File: src/include/phy_mgmt_pkg.sv
package phy_mgmt_pkg;
	localparam int DATA_W = 16;
	localparam int ADDR_W = 5;
	localparam int MAX_W = 3;
	localparam int STRAP_W = 5;

	localparam logic [ADDR_W-1:0] REG_CONTROL = 5'h00;
	localparam logic [ADDR_W-1:0] REG_DETAIL = 5'h11;

	localparam int CTL_RESET = 15;
	localparam int CTL_LOOPBACK = 14;
	localparam int CTL_RATE = 13;
	localparam int CTL_AN_EN = 12;
	localparam int CTL_LOW_POWER = 11;
	localparam int CTL_ISOLATE = 10;
	localparam int CTL_AN_RESTART = 9;
	localparam int CTL_DUPLEX = 8;
	localparam int CTL_COLL_TEST = 7;
	localparam logic [DATA_W-1:0] CTL_DEFAULT = 16'h3000;
	localparam logic [DATA_W-1:0] CTL_LIVE_MASK = 16'hFF80;

	localparam int DET_RATE = 15;
	localparam int DET_MAX_HI = 13;
	localparam int DET_MAX_LO = 11;
	localparam int DET_LATCH_HIGH = 1;
	localparam int DET_LATCH_LOW = 0;

	localparam logic LATCH_HIGH_DEFAULT = 1'b0;
	localparam logic LATCH_LOW_DEFAULT = 1'b1;
	localparam logic [MAX_W-1:0] MAX_DEFAULT = 3'h0;
	localparam logic [STRAP_W-1:0] STRAP_ISOLATE_ADDR = 5'h00;

	localparam int CLK_PERIOD_NS = 40;
	localparam int BOOT_CYCLES = 3;
	localparam int SW_RESET_CYCLES = 16;
	localparam int LOOP_MAX_BIT_TIMES = 512;
	localparam int BIT_TIME_NS = 10;
	localparam int LOOP_MAX_CYCLES = LOOP_MAX_BIT_TIMES * BIT_TIME_NS / CLK_PERIOD_NS;

	typedef enum {LATCH_HIGH, LATCH_LOW, LATCH_MAX} latch_kind_e;

	typedef struct packed {
		logic valid;
		logic write;
		logic [ADDR_W-1:0] addr;
		logic [DATA_W-1:0] wdata;
	} mgmt_req_s;

	typedef struct packed {
		logic valid;
		logic [DATA_W-1:0] rdata;
	} mgmt_rsp_s;

	typedef struct packed {
		logic en;
		logic [3:0] data;
	} mii_beat_s;
endpackage

File: src/core/latch_status_cell.sv
`timescale 1ns/100ps
`default_nettype none
module latch_status_cell #(
	parameter int W = 1,
	parameter phy_mgmt_pkg::latch_kind_e KIND = phy_mgmt_pkg::LATCH_HIGH,
	parameter logic [W-1:0] INIT = '0
) (
	input wire logic ref_clk,
	input wire logic nrst,
	input wire logic [W-1:0] mon,
	input wire logic rd_pulse,
	input wire logic reinit,
	output logic [W-1:0] value
);
	logic [W-1:0] value_q;

	// whole group compared as one unsigned number, msb first
	function automatic logic [W-1:0] next_value(input logic [W-1:0] held,
			input logic [W-1:0] live);
		case (KIND)
			phy_mgmt_pkg::LATCH_HIGH: next_value = held | live;
			phy_mgmt_pkg::LATCH_LOW: next_value = held & live;
			default: next_value = (live > held) ? live : held;
		endcase
	endfunction

	// a read reloads the live state, so an event in the read cycle is kept
	always_ff @(posedge ref_clk or negedge nrst) begin
		if (!nrst) begin
			value_q <= INIT;
		end else if (reinit) begin
			// set wins: an event in the reinit cycle still lands on top of the default
			value_q <= next_value(INIT, mon);
		end else if (rd_pulse) begin
			value_q <= mon;
		end else begin
			value_q <= next_value(value_q, mon);
		end
	end

	assign value = value_q;
endmodule
`default_nettype wire

File: src/core/phy_mgmt_ctrl.sv
// Behaviour
// - active-high event bit holds one until reset or read, then reloads live signal.
// - second back-to-back read of active-high event bit returns live state.
// - active-low event bit holds zero until reset or read, then reloads live signal.
// - second back-to-back read of active-low event bit returns live state.
// - maximum group captures only strictly larger values, msb first.
// - maximum group holds until reset or read, then loads live state.
// - self-clearing triggers default zero, start on one, clear when done.
// - writing one to control bit 15 starts software reset of all registers.
// - during software reset bit 15 reads one and writes are ignored.
// - loopback disables line transmitter, receiver, collision; loops mac transmit to receive.
// - in loopback receive valid follows transmit enable within 512 bit times.
// - collision test keeps collision detection on during loopback.
// - hardware configuration ignores rate bit and uses rate select pin.
// - software configuration uses rate bit unless auto-negotiation supplies rate.
// - detailed status bit 15 reports active link rate.
// - control word fields at bits 15 down to 7 as laid out.
// - rate and negotiation enable default one; isolate default follows strapped address.
// - control bits 6 to 0 read zero; writer must send defaults.
// - entering low power reinitialises only the event latch bits.
`timescale 1ns/100ps
`default_nettype none
module phy_mgmt_ctrl #(
	parameter int SW_RESET_CYCLES = phy_mgmt_pkg::SW_RESET_CYCLES
) (
	input wire logic ref_clk,
	input wire logic nrst,
	input wire phy_mgmt_pkg::mgmt_req_s mgmt_req,
	output phy_mgmt_pkg::mgmt_rsp_s mgmt_rsp,
	input wire logic config_source_pin,
	input wire logic rate_select_pin,
	input wire logic [phy_mgmt_pkg::STRAP_W-1:0] phy_addr_strap,
	input wire logic link_event,
	input wire logic link_fault_n,
	input wire logic [phy_mgmt_pkg::MAX_W-1:0] mon_state,
	input wire logic neg_rate_100,
	input wire logic an_restart_done,
	input wire phy_mgmt_pkg::mii_beat_s mac_tx,
	input wire phy_mgmt_pkg::mii_beat_s line_rx,
	output phy_mgmt_pkg::mii_beat_s mac_rx,
	output phy_mgmt_pkg::mii_beat_s line_tx,
	output logic tp_tx_enable,
	output logic tp_rx_enable,
	output logic coll_detect_enable,
	output logic rate_100,
	output logic an_enable,
	output logic an_restart,
	output logic low_power,
	output logic isolate,
	output logic duplex_full,
	output logic state_reset,
	output logic mgmt_busy
);
	localparam int CNT_W = $clog2(SW_RESET_CYCLES + phy_mgmt_pkg::BOOT_CYCLES + 1);
	localparam logic [CNT_W-1:0] BOOT_LAST = CNT_W'(phy_mgmt_pkg::BOOT_CYCLES - 1);
	localparam logic [CNT_W-1:0] SWRST_LAST = CNT_W'(SW_RESET_CYCLES - 1);

	typedef enum {ST_BOOT, ST_RUN, ST_SWRST} ctl_state_e;

	ctl_state_e state_q;
	logic [CNT_W-1:0] cnt_q;
	logic [phy_mgmt_pkg::DATA_W-1:0] ctl_q;
	logic [phy_mgmt_pkg::STRAP_W-1:0] strap_q;
	logic cfg_s1_q, cfg_s2_q, rsel_s1_q, rsel_s2_q;
	logic [phy_mgmt_pkg::STRAP_W-1:0] strap_s1_q, strap_s2_q;
	logic rate_100_q, tp_tx_q, tp_rx_q, coll_en_q;
	phy_mgmt_pkg::mgmt_rsp_s rsp_q;
	phy_mgmt_pkg::mii_beat_s mac_rx_q, line_tx_q;
	logic lh_q, ll_q;
	logic [phy_mgmt_pkg::MAX_W-1:0] max_q;
	logic [phy_mgmt_pkg::DATA_W-1:0] new_ctl;
	logic ctl_write, det_read, sw_start, lp_enter, latch_reinit;

	function automatic logic [phy_mgmt_pkg::DATA_W-1:0] ctl_image(
			input logic [phy_mgmt_pkg::STRAP_W-1:0] strap);
		logic [phy_mgmt_pkg::DATA_W-1:0] img;
		img = phy_mgmt_pkg::CTL_DEFAULT;
		img[phy_mgmt_pkg::CTL_ISOLATE] = (strap == phy_mgmt_pkg::STRAP_ISOLATE_ADDR);
		ctl_image = img;
	endfunction

	function automatic logic addr_hit(input phy_mgmt_pkg::mgmt_req_s req, input logic wr,
			input logic [phy_mgmt_pkg::ADDR_W-1:0] reg_addr);
		addr_hit = req.valid && (req.write == wr) && (req.addr == reg_addr);
	endfunction

	////////////////////////////////////////////////////////////////////////////////
	// pin synchronisers

	always_ff @(posedge ref_clk or negedge nrst) begin
		if (!nrst) begin
			cfg_s1_q <= 1'b0;
			cfg_s2_q <= 1'b0;
			rsel_s1_q <= 1'b0;
			rsel_s2_q <= 1'b0;
			strap_s1_q <= '0;
			strap_s2_q <= '0;
		end else begin
			cfg_s1_q <= config_source_pin;
			cfg_s2_q <= cfg_s1_q;
			rsel_s1_q <= rate_select_pin;
			rsel_s2_q <= rsel_s1_q;
			strap_s1_q <= phy_addr_strap;
			strap_s2_q <= strap_s1_q;
		end
	end

	////////////////////////////////////////////////////////////////////////////////
	// access decode; writes only land while running

	assign ctl_write = (state_q == ST_RUN) && addr_hit(mgmt_req, 1'b1, phy_mgmt_pkg::REG_CONTROL);
	assign det_read = (state_q == ST_RUN) && addr_hit(mgmt_req, 1'b0, phy_mgmt_pkg::REG_DETAIL);
	assign new_ctl = mgmt_req.wdata & phy_mgmt_pkg::CTL_LIVE_MASK;
	assign sw_start = ctl_write && new_ctl[phy_mgmt_pkg::CTL_RESET];
	assign lp_enter = ctl_write && !sw_start && new_ctl[phy_mgmt_pkg::CTL_LOW_POWER]
		&& !ctl_q[phy_mgmt_pkg::CTL_LOW_POWER];
	assign latch_reinit = lp_enter || (state_q == ST_SWRST);

	////////////////////////////////////////////////////////////////////////////////
	// sequencer: strap capture after release, then run; software reset on request

	always_ff @(posedge ref_clk or negedge nrst) begin
		if (!nrst) begin
			state_q <= ST_BOOT;
			cnt_q <= '0;
			strap_q <= '0;
		end else begin
			case (state_q)
				ST_BOOT: begin
					cnt_q <= cnt_q + 1'b1;
					if (cnt_q == BOOT_LAST) begin
						// strap is read after it has passed the synchroniser
						strap_q <= strap_s2_q;
						cnt_q <= '0;
						state_q <= ST_RUN;
					end
				end
				ST_RUN: begin
					if (sw_start) begin
						cnt_q <= '0;
						state_q <= ST_SWRST;
					end
				end
				ST_SWRST: begin
					cnt_q <= cnt_q + 1'b1;
					if (cnt_q == SWRST_LAST) begin
						cnt_q <= '0;
						state_q <= ST_RUN;
					end
				end
				default: begin
					state_q <= ST_BOOT;
					cnt_q <= '0;
				end
			endcase
		end
	end

	////////////////////////////////////////////////////////////////////////////////
	// control register

	always_ff @(posedge ref_clk or negedge nrst) begin
		if (!nrst) begin
			ctl_q <= phy_mgmt_pkg::CTL_DEFAULT;
		end else if (state_q == ST_BOOT) begin
			if (cnt_q == BOOT_LAST) begin
				ctl_q <= ctl_image(strap_s2_q);
			end
		end else if (state_q == ST_SWRST) begin
			ctl_q <= ctl_image(strap_q);
			// bit 15 stays up through the very last reset cycle
			ctl_q[phy_mgmt_pkg::CTL_RESET] <= (cnt_q != SWRST_LAST);
		end else if (sw_start) begin
			ctl_q <= ctl_image(strap_q);
			ctl_q[phy_mgmt_pkg::CTL_RESET] <= 1'b1;
		end else if (ctl_write) begin
			ctl_q <= new_ctl;
			// restart only arms with negotiation on; a pending request survives a rewrite
			ctl_q[phy_mgmt_pkg::CTL_AN_RESTART] <= new_ctl[phy_mgmt_pkg::CTL_AN_EN]
				&& (new_ctl[phy_mgmt_pkg::CTL_AN_RESTART]
				|| (ctl_q[phy_mgmt_pkg::CTL_AN_RESTART] && !an_restart_done));
		end else if (an_restart_done) begin
			ctl_q[phy_mgmt_pkg::CTL_AN_RESTART] <= 1'b0;
		end
	end

	////////////////////////////////////////////////////////////////////////////////
	// latching status bits

	latch_status_cell #(
		.W(1),
		.KIND(phy_mgmt_pkg::LATCH_HIGH),
		.INIT(phy_mgmt_pkg::LATCH_HIGH_DEFAULT)
	) u_lh (
		.ref_clk(ref_clk),
		.nrst(nrst),
		.mon(link_event),
		.rd_pulse(det_read),
		.reinit(latch_reinit),
		.value(lh_q)
	);

	latch_status_cell #(
		.W(1),
		.KIND(phy_mgmt_pkg::LATCH_LOW),
		.INIT(phy_mgmt_pkg::LATCH_LOW_DEFAULT)
	) u_ll (
		.ref_clk(ref_clk),
		.nrst(nrst),
		.mon(link_fault_n),
		.rd_pulse(det_read),
		.reinit(latch_reinit),
		.value(ll_q)
	);

	// the maximum group is not an event latch, so low power leaves it alone
	latch_status_cell #(
		.W(phy_mgmt_pkg::MAX_W),
		.KIND(phy_mgmt_pkg::LATCH_MAX),
		.INIT(phy_mgmt_pkg::MAX_DEFAULT)
	) u_max (
		.ref_clk(ref_clk),
		.nrst(nrst),
		.mon(mon_state),
		.rd_pulse(det_read),
		.reinit(state_q == ST_SWRST),
		.value(max_q)
	);

	////////////////////////////////////////////////////////////////////////////////
	// read answer; reads during reset are answered but have no side effect

	always_ff @(posedge ref_clk or negedge nrst) begin
		if (!nrst) begin
			rsp_q <= '0;
		end else begin
			rsp_q.valid <= mgmt_req.valid && !mgmt_req.write;
			rsp_q.rdata <= '0;
			if (addr_hit(mgmt_req, 1'b0, phy_mgmt_pkg::REG_CONTROL)) begin
				rsp_q.rdata <= ctl_q & phy_mgmt_pkg::CTL_LIVE_MASK;
			end else if (addr_hit(mgmt_req, 1'b0, phy_mgmt_pkg::REG_DETAIL)) begin
				rsp_q.rdata[phy_mgmt_pkg::DET_RATE] <= rate_100_q;
				rsp_q.rdata[phy_mgmt_pkg::DET_MAX_HI:phy_mgmt_pkg::DET_MAX_LO] <= max_q;
				rsp_q.rdata[phy_mgmt_pkg::DET_LATCH_HIGH] <= lh_q;
				rsp_q.rdata[phy_mgmt_pkg::DET_LATCH_LOW] <= ll_q;
			end
		end
	end

	////////////////////////////////////////////////////////////////////////////////
	// rate selection and datapath steering

	always_ff @(posedge ref_clk or negedge nrst) begin
		if (!nrst) begin
			rate_100_q <= 1'b1;
		end else if (!cfg_s2_q) begin
			rate_100_q <= rsel_s2_q;
		end else if (ctl_q[phy_mgmt_pkg::CTL_AN_EN]) begin
			rate_100_q <= neg_rate_100;
		end else begin
			rate_100_q <= ctl_q[phy_mgmt_pkg::CTL_RATE];
		end
	end

	always_ff @(posedge ref_clk or negedge nrst) begin
		if (!nrst) begin
			tp_tx_q <= 1'b0;
			tp_rx_q <= 1'b0;
			coll_en_q <= 1'b0;
		end else begin
			tp_tx_q <= !ctl_q[phy_mgmt_pkg::CTL_LOOPBACK] && !ctl_q[phy_mgmt_pkg::CTL_LOW_POWER]
				&& (state_q == ST_RUN);
			tp_rx_q <= !ctl_q[phy_mgmt_pkg::CTL_LOOPBACK] && !ctl_q[phy_mgmt_pkg::CTL_LOW_POWER]
				&& (state_q == ST_RUN);
			coll_en_q <= !ctl_q[phy_mgmt_pkg::CTL_LOOPBACK]
				|| ctl_q[phy_mgmt_pkg::CTL_COLL_TEST];
		end
	end

	// one register stage keeps the loop delay far below the 512 bit time limit
	always_ff @(posedge ref_clk or negedge nrst) begin
		if (!nrst) begin
			mac_rx_q <= '0;
			line_tx_q <= '0;
		end else if (ctl_q[phy_mgmt_pkg::CTL_LOW_POWER] || (state_q != ST_RUN)) begin
			mac_rx_q <= '0;
			line_tx_q <= '0;
		end else if (ctl_q[phy_mgmt_pkg::CTL_LOOPBACK]) begin
			mac_rx_q <= mac_tx;
			line_tx_q <= '0;
		end else begin
			mac_rx_q <= line_rx;
			line_tx_q <= mac_tx;
		end
	end

	assign mgmt_rsp = rsp_q;
	assign mac_rx = mac_rx_q;
	assign line_tx = line_tx_q;
	assign tp_tx_enable = tp_tx_q;
	assign tp_rx_enable = tp_rx_q;
	assign coll_detect_enable = coll_en_q;
	assign rate_100 = rate_100_q;
	assign an_enable = ctl_q[phy_mgmt_pkg::CTL_AN_EN];
	assign an_restart = ctl_q[phy_mgmt_pkg::CTL_AN_RESTART];
	assign low_power = ctl_q[phy_mgmt_pkg::CTL_LOW_POWER];
	assign isolate = ctl_q[phy_mgmt_pkg::CTL_ISOLATE];
	assign duplex_full = ctl_q[phy_mgmt_pkg::CTL_DUPLEX];
	assign state_reset = ctl_q[phy_mgmt_pkg::CTL_RESET];
	assign mgmt_busy = ctl_q[phy_mgmt_pkg::CTL_RESET];
endmodule
`default_nettype wire

File: config.mk
export PLATFORM = sky130hd
export DESIGN_NAME = phy_mgmt_ctrl
export DESIGN_NICKNAME = d
export VERILOG_FILES = /design/src/include/phy_mgmt_pkg.sv /design/src/core/latch_status_cell.sv /design/src/core/phy_mgmt_ctrl.sv
export SDC_FILE = /design/constraint.sdc
export NUM_CORES = 1
export LEC_CHECK = 0
export BUFFER_PORTS_ARGS = -buffer_cell sky130_fd_sc_hd__buf_2
export CAP_MARGIN = 20
export CORE_ASPECT_RATIO = 0.5
export CORE_MARGIN = 10
export CORE_UTILIZATION = 29
export CTS_CLUSTER_SIZE = 14
export DETAILED_ROUTE_END_ITERATION = 16
export PLACE_DENSITY_LB_ADDON = 0.08
export SYNTH_ARGS = -nofsm -noshare
export SYNTH_HDL_FRONTEND = slang
export SYNTH_SLANG_ARGS = --single-unit
File: constraint.sdc
create_clock -name ref_clk -period 5.7 [get_ports ref_clk]
set_input_delay 0.855 -clock ref_clk [delete_from_list [all_inputs] [get_ports ref_clk]]
set_output_delay 0.855 -clock ref_clk [all_outputs]
set_load 0.05 [all_outputs]
# == Word-level counts from Yosys, hierarchy flattened ==
# Cells that the tools add are included.
# op_classes
addsub,1
magnitude_cmp,2
eq_ne,13
muxes,38
n_bitwise,3
reduce_logical,37
# op_table
cell,count
2-to-1 mux 32 bit,3
one-hot mux 32 bit (3 select lines),1
"equality test 32 x 2 -> 1 bit, second input constant",2
logical NOT 32 bit,2
2-to-1 mux 16 bit,4
2-to-1 mux 5 bit,7
"equality test 32 x 1 -> 1 bit, second input constant",1
"equality test 32 x 3 -> 1 bit, second input constant",1
"inequality test 32 x 2 -> 1 bit, second input constant",1
2-to-1 mux 3 bit,6
2-to-1 mux 9 bit,2
logical AND 1 bit,16
logical NOT 5 bit,3
one-hot mux 5 bit (3 select lines),1
2-to-1 mux 1 bit,11
"inequality test 2 bit, second input constant",4
2-to-1 mux 6 bit,1
AND reduction 2 bit,3
"adder 5 x 1 -> 5 bit, second input constant",1
"equality test 5 x 2 -> 1 bit, second input constant",1
"equality test 5 x 4 -> 1 bit, second input constant",1
"equality test 5 bit, second input constant",1
logical NOT 1 bit,5
"inequality test 5 x 4 -> 1 bit, second input constant",1
11 further kinds,15
# totals
regBits,107
inputBits,49
out_inout_bits,38

# == Longest topological paths before layout ==
# depth
word_depth,10
depth_mapped,9
mapped_depth_nobuf,9

# == By module ==
# A second synthesis with hierarchy kept.
# hier_totals
cells_unflattened,229
hier_area_um2,2750.1
# modules_own_cells
mod,instances,cells_each,area_per_inst_um2,seq_area_each_um2
phy_mgmt_ctrl,1,193,2403.6,1505.2
latch_status_cell at u_max,1,31,272.8,75.1
latch_status_cell at u_lh,1,3,38.8,25.0
latch_status_cell at u_ll,1,2,35.0,26.3

# == Least setup slack after synthesis ==
# No wires, ideal clock.
# synth_timing
path_type,input to register
start,input port mgmt_req[17] (netlist name)
end,register cnt_q[4]
setup_ps,126
t_arrival_ps,2323
required_time_ps,5574
setup_slack_ps,3251
stages,5
path_buffers,1
cell_sequence,or3_4 > or4_4 > and2_4 > buf_6 > a221o_1
# synth_between
elab_chain_len,5
# synth_lines
item,line_no,text
start: declaration,phy_mgmt_ctrl.sv:28,"input wire phy_mgmt_pkg::mgmt_req_s mgmt_req,"
logical NOT 5 bit,phy_mgmt_ctrl.sv:84,addr_hit = req.valid && (req.write == wr) && (req.addr == reg_addr);
logical AND 1 bit,phy_mgmt_ctrl.sv:84,
logical AND 1 bit,phy_mgmt_ctrl.sv:111,"assign ctl_write = (state_q == ST_RUN) && addr_hit(mgmt_req, 1'b1, phy_mgmt_pkg::REG_CONTROL);"
logical AND 1 bit,phy_mgmt_ctrl.sv:114,assign sw_start = ctl_write && new_ctl[phy_mgmt_pkg::CTL_RESET];
inequality test 2 bit (no source line),n/a,
end signal: assignment,phy_mgmt_ctrl.sv:130,cnt_q <= cnt_q + 1'b1;
end signal: assignment,phy_mgmt_ctrl.sv:145,cnt_q <= cnt_q + 1'b1;
end: declaration,phy_mgmt_ctrl.sv:61,logic [CNT_W-1:0] cnt_q;
# Every way passes these cells.
# A chain may end at the register's enable or synchronous reset.

# == Worst setup path after layout ==
# Same ends and word-level chain as after synthesis.

==> impl_metrics.json <==
{
  "status": "finished, final reports clean",
  "routed_via_density": 4.36,
  "slowest_delay_ns": 0.55,
  "initial_utilization_pct": 29.7,
  "yosysMostFrequentCell": "dfrtp_1",
  "layout-area-overhead-vs-synth_pct": 29.0,
  "cts-resized-gates": 0,
  "cts-root-buf": "clkbuf_16",
  "synth_area_leader_cell": "dfrtp_1",
  "first_pass_grt_wire_length_mm": 10.2,
  "power.combinational.fraction_pct": 32.3,
  "cts.clk_slew.worst_paths_ns": 0.05,
  "worst_pin_slew_ns": 0.860,
  "leakagePower_nw": 1.66,
  "worst_path_max_delay_cell": "or4_4",
  "clkLatencyLatePin_ns": 0.33,
  "synth_async_sr_flop_share_pct": 100,
  "yosys_register_bits": 65,
  "syn-instance-count": 210,
  "p_int_mw": 1.05,
  "synth.top_cells.by_count": "dfrtp_1, nor2_1, and2_1, nand2_1, inv_1",
  "synth_top_area_share_pct": 58.9,
  "syn_area_um2": 2590,
  "worst_setup_path_end_kind": "flip-flop",
  "postCtsSetupBuffers": 0,
  "setup_tns_ns": 0,
  "synth.distinct_cells": 41,
  "cp.arrival_ns": 2.42,
  "synth.area.top_cells": "dfrtp_1, dfstp_2, mux2_2, ha_1, and2_1",
  "p_seq_share_pct": 37.8,
  "dieWidth_um": 154,
  "track_usage_pct": 9.83,
  "detailedRoute.firstPassIterationCount": 5,
  "drt_drc_violations_left": 0,
  "finalCoreUtilization_pct": 38.4,
  "io-pin-count": 87,
  "route.final.wire_length_mm": 6.20,
  "max_freq_ghz": 0.451,
  "grt_start_max_net_pins": 66,
  "worstRegToRegCells": 7,
  "power_switching_share_pct": 36.9,
  "nNetsFinal": 345,
  "max-cap-violations": 0,
  "worstReg2RegEnd": "cnt_q[2]",
  "critPathLaunchType": "primary input",
  "filler_cell_count": 875,
  "vias": 1794,
  "cts_num_sinks": 65,
  "seqCellArea_um2": 1630,
  "worst_path_cell_chain": "buf_2 > or3_4 > or4_4 > and2_4 > a221o_1",
  "clock-skew-final_ns": 0.00511,
  "hold_viol": 0,
  "slew_headroom_pct": 42.5,
  "hpwlAfterDp_mm": 4.65,
  "wl_per_cell_um": 15.1,
  "numPortBuffers": 74,
  "final.period_utilization_pct": 38.9,
  "clockBufferDepth": 2,
  "num_antenna_cells": 0,
  "floorplan.die.height_um": 86.8,
  "yosys_warnings": 0,
  "finalMaxSlewViolations": 0,
  "row_count": 24,
  "finalSetupViolations": 0,
  "drt_first_iter_violations": 152,
  "worst_endpoint_required_time_ns": 5.90,
  "critPathKind": "in -> reg",
  "worst_hold_path_class": "reg -> reg",
  "timing.hold.worst.start": "strap_s1_q[4]",
  "globalRouteOverflowTotal": 0,
  "min_to": "strap_s2_q[4]",
  "fin_total_pwr_mw": 1.67,
  "detail-route-antenna-nets": 0,
  "netSwitchingPower_uw": 617,
  "final_layout_size_suffix_gt1_share_pct": 36.1,
  "critical_path_peak_fanout": 6,
  "number_of_cts_inserted_buffers": 9,
  "ys.flop_type": "dfrtp_1",
  "final_design_area_no_fill_um2": 3340,
  "placeable_area_um2": 8710,
  "syn_avg_cell_area_um2": 12.3,
  "die-area_um2": 13300,
  "peakVddDrop_uv": 195,
  "initial_antenna_violation_count": 0,
  "r2r_start": "cnt_q[0]",
  "edff_count_synth": 0,
  "multi_input_area_um2": 863,
  "vias_in_the_first_global_route": 1954,
  "p_clk_share_pct": 29.9,
  "globalplace.congestion": 0.696,
  "share_of_synthesized_area_occupied_by_flip_flops_and_latches_pct": 63.0,
  "postCtsHoldBufs": 0,
  "period_needed_ns": 2.22,
  "grt_setup_unrepaired": "false",
  "pwr_density_cell_nw_per_um2": 500,
  "area_post_placement_um2": 3060,
  "hold_depth": 0,
  "cts_htree_levels": 3,
  "tritoncts": "done",
  "r2r_setup_slack_ns": 3.65
}
[sequential cells by signal, indices dropped and copies added (netlist names)]
register            flops
rsel_s1_q               1
ctl_q                   9
rate_100                1
u_ll.value              1
strap_s1_q              5
mac_rx                  5
tp_rx_enable            1
u_max.value             3
strap_s2_q              5
coll_detect_enable      1
line_tx                 5
cfg_s1_q                1
cfg_s2_q                1
mgmt_rsp               12
rsel_s2_q               1
strap_q                 5
state_q                 2
cnt_q                   5
u_lh.value              1
[cell families after synthesis]
kind of cell / Yosys count / synth area share, %
mux: 14 / 5.80
buf+inv: 22 / 4.49
flops: 65 / 63.0
simple gates: 66 / 14.0
compound gates: 34 / 8.89
xor+xnor: 1 / 0.338
fa+ha+maj: 7 / 3.38
other cells: 1 / 0.145
[layout by cell type (no fill, tap or decap), types with 3 or more instances in the layout]
cell        n
o21ai_0     9
ha_1        7
dfrtp_1    61
conb_1      5
o22a_1      3
nor2_1     15
nand3_1     5
nor2b_1     4
nand2_1    12
inv_1      10
nand2b_1    3
nor3_1      3
mux2_2      8
a21oi_1     7
buf_2      74
mux2i_1     6
a22o_1      6
clkbuf_16   9
and2_1     12
clkbuf_1    3
dfstp_2     4
[stage by stage]
| step | instances | worst slack [ns] | hold WS, ns |
|---|---|---|---|
| CTS | 411 | 3.48 | 0.346 |
| global route | 411 | 3.36 | 0.358 |
| floorplan | 214 | 3.25 | 0.331 |
| detailed placement | 395 | 3.13 | 0.335 |
| finish | 411 | 3.48 | 0.345 |
| global placement | 395 | 3.16 | 0.333 |
[worst max path at each step]
stage	from	end	slack [ns]	depth (start not counted)
floorplan	mgmt_req[17]	cnt_q[4]	3.25	5
global placement	mgmt_req[17]	cnt_q[4]	3.16	5
detailed placement	mgmt_req[17]	mgmt_rsp[11]	3.13	4
CTS	mgmt_req[17]	mgmt_rsp[11]	3.48	4
global route	mgmt_req[17]	mgmt_rsp[11]	3.36	4
finish	mgmt_req[17]	cnt_q[4]	3.48	5
[critical path, delay by kind of cell]
kind	cells	cell delay [ns]
buffers and inverters	1	0.10
and+or+nand+nor	3	1.17
AOI/OAI and AO/OA	1	0.29
[area by class of cell]
| cell class | count | share of cell area, % |
|---|---|---|
| flip-flops and latches | 65 | 48.8 |
| multi-input cells | 127 | 25.8 |
| repair buffers | 76 | 11.5 |
| clock buffers | 14 | 7.90 |
| well taps | 117 | 4.38 |
| inverters | 10 | 1.12 |
| clock inverters | 2 | 0.375 |
[metal layers]
metal | global-route usage (%) | part of all wire, % | wire, µm
met4 | 4.60 | 1.6 | 97
met5 | 0 | 0 | 0
met1 | 11.2 | 46 | 2850
met3 | 4.70 | 7.0 | 435
met2 | 15.4 | 45 | 2820
[power by group through the flow]
stage	combinational, mW	sequential, mW	clock [mW]
finish	0.540	0.632	0.499
global route	0.595	0.650	0.539
CTS	0.547	0.634	0.517
detailed placement	0.545	0.641	0
global placement	0.540	0.637	0
floorplan	0.294	0.758	0
No activity file was read; power rests on OpenSTA's default activity.
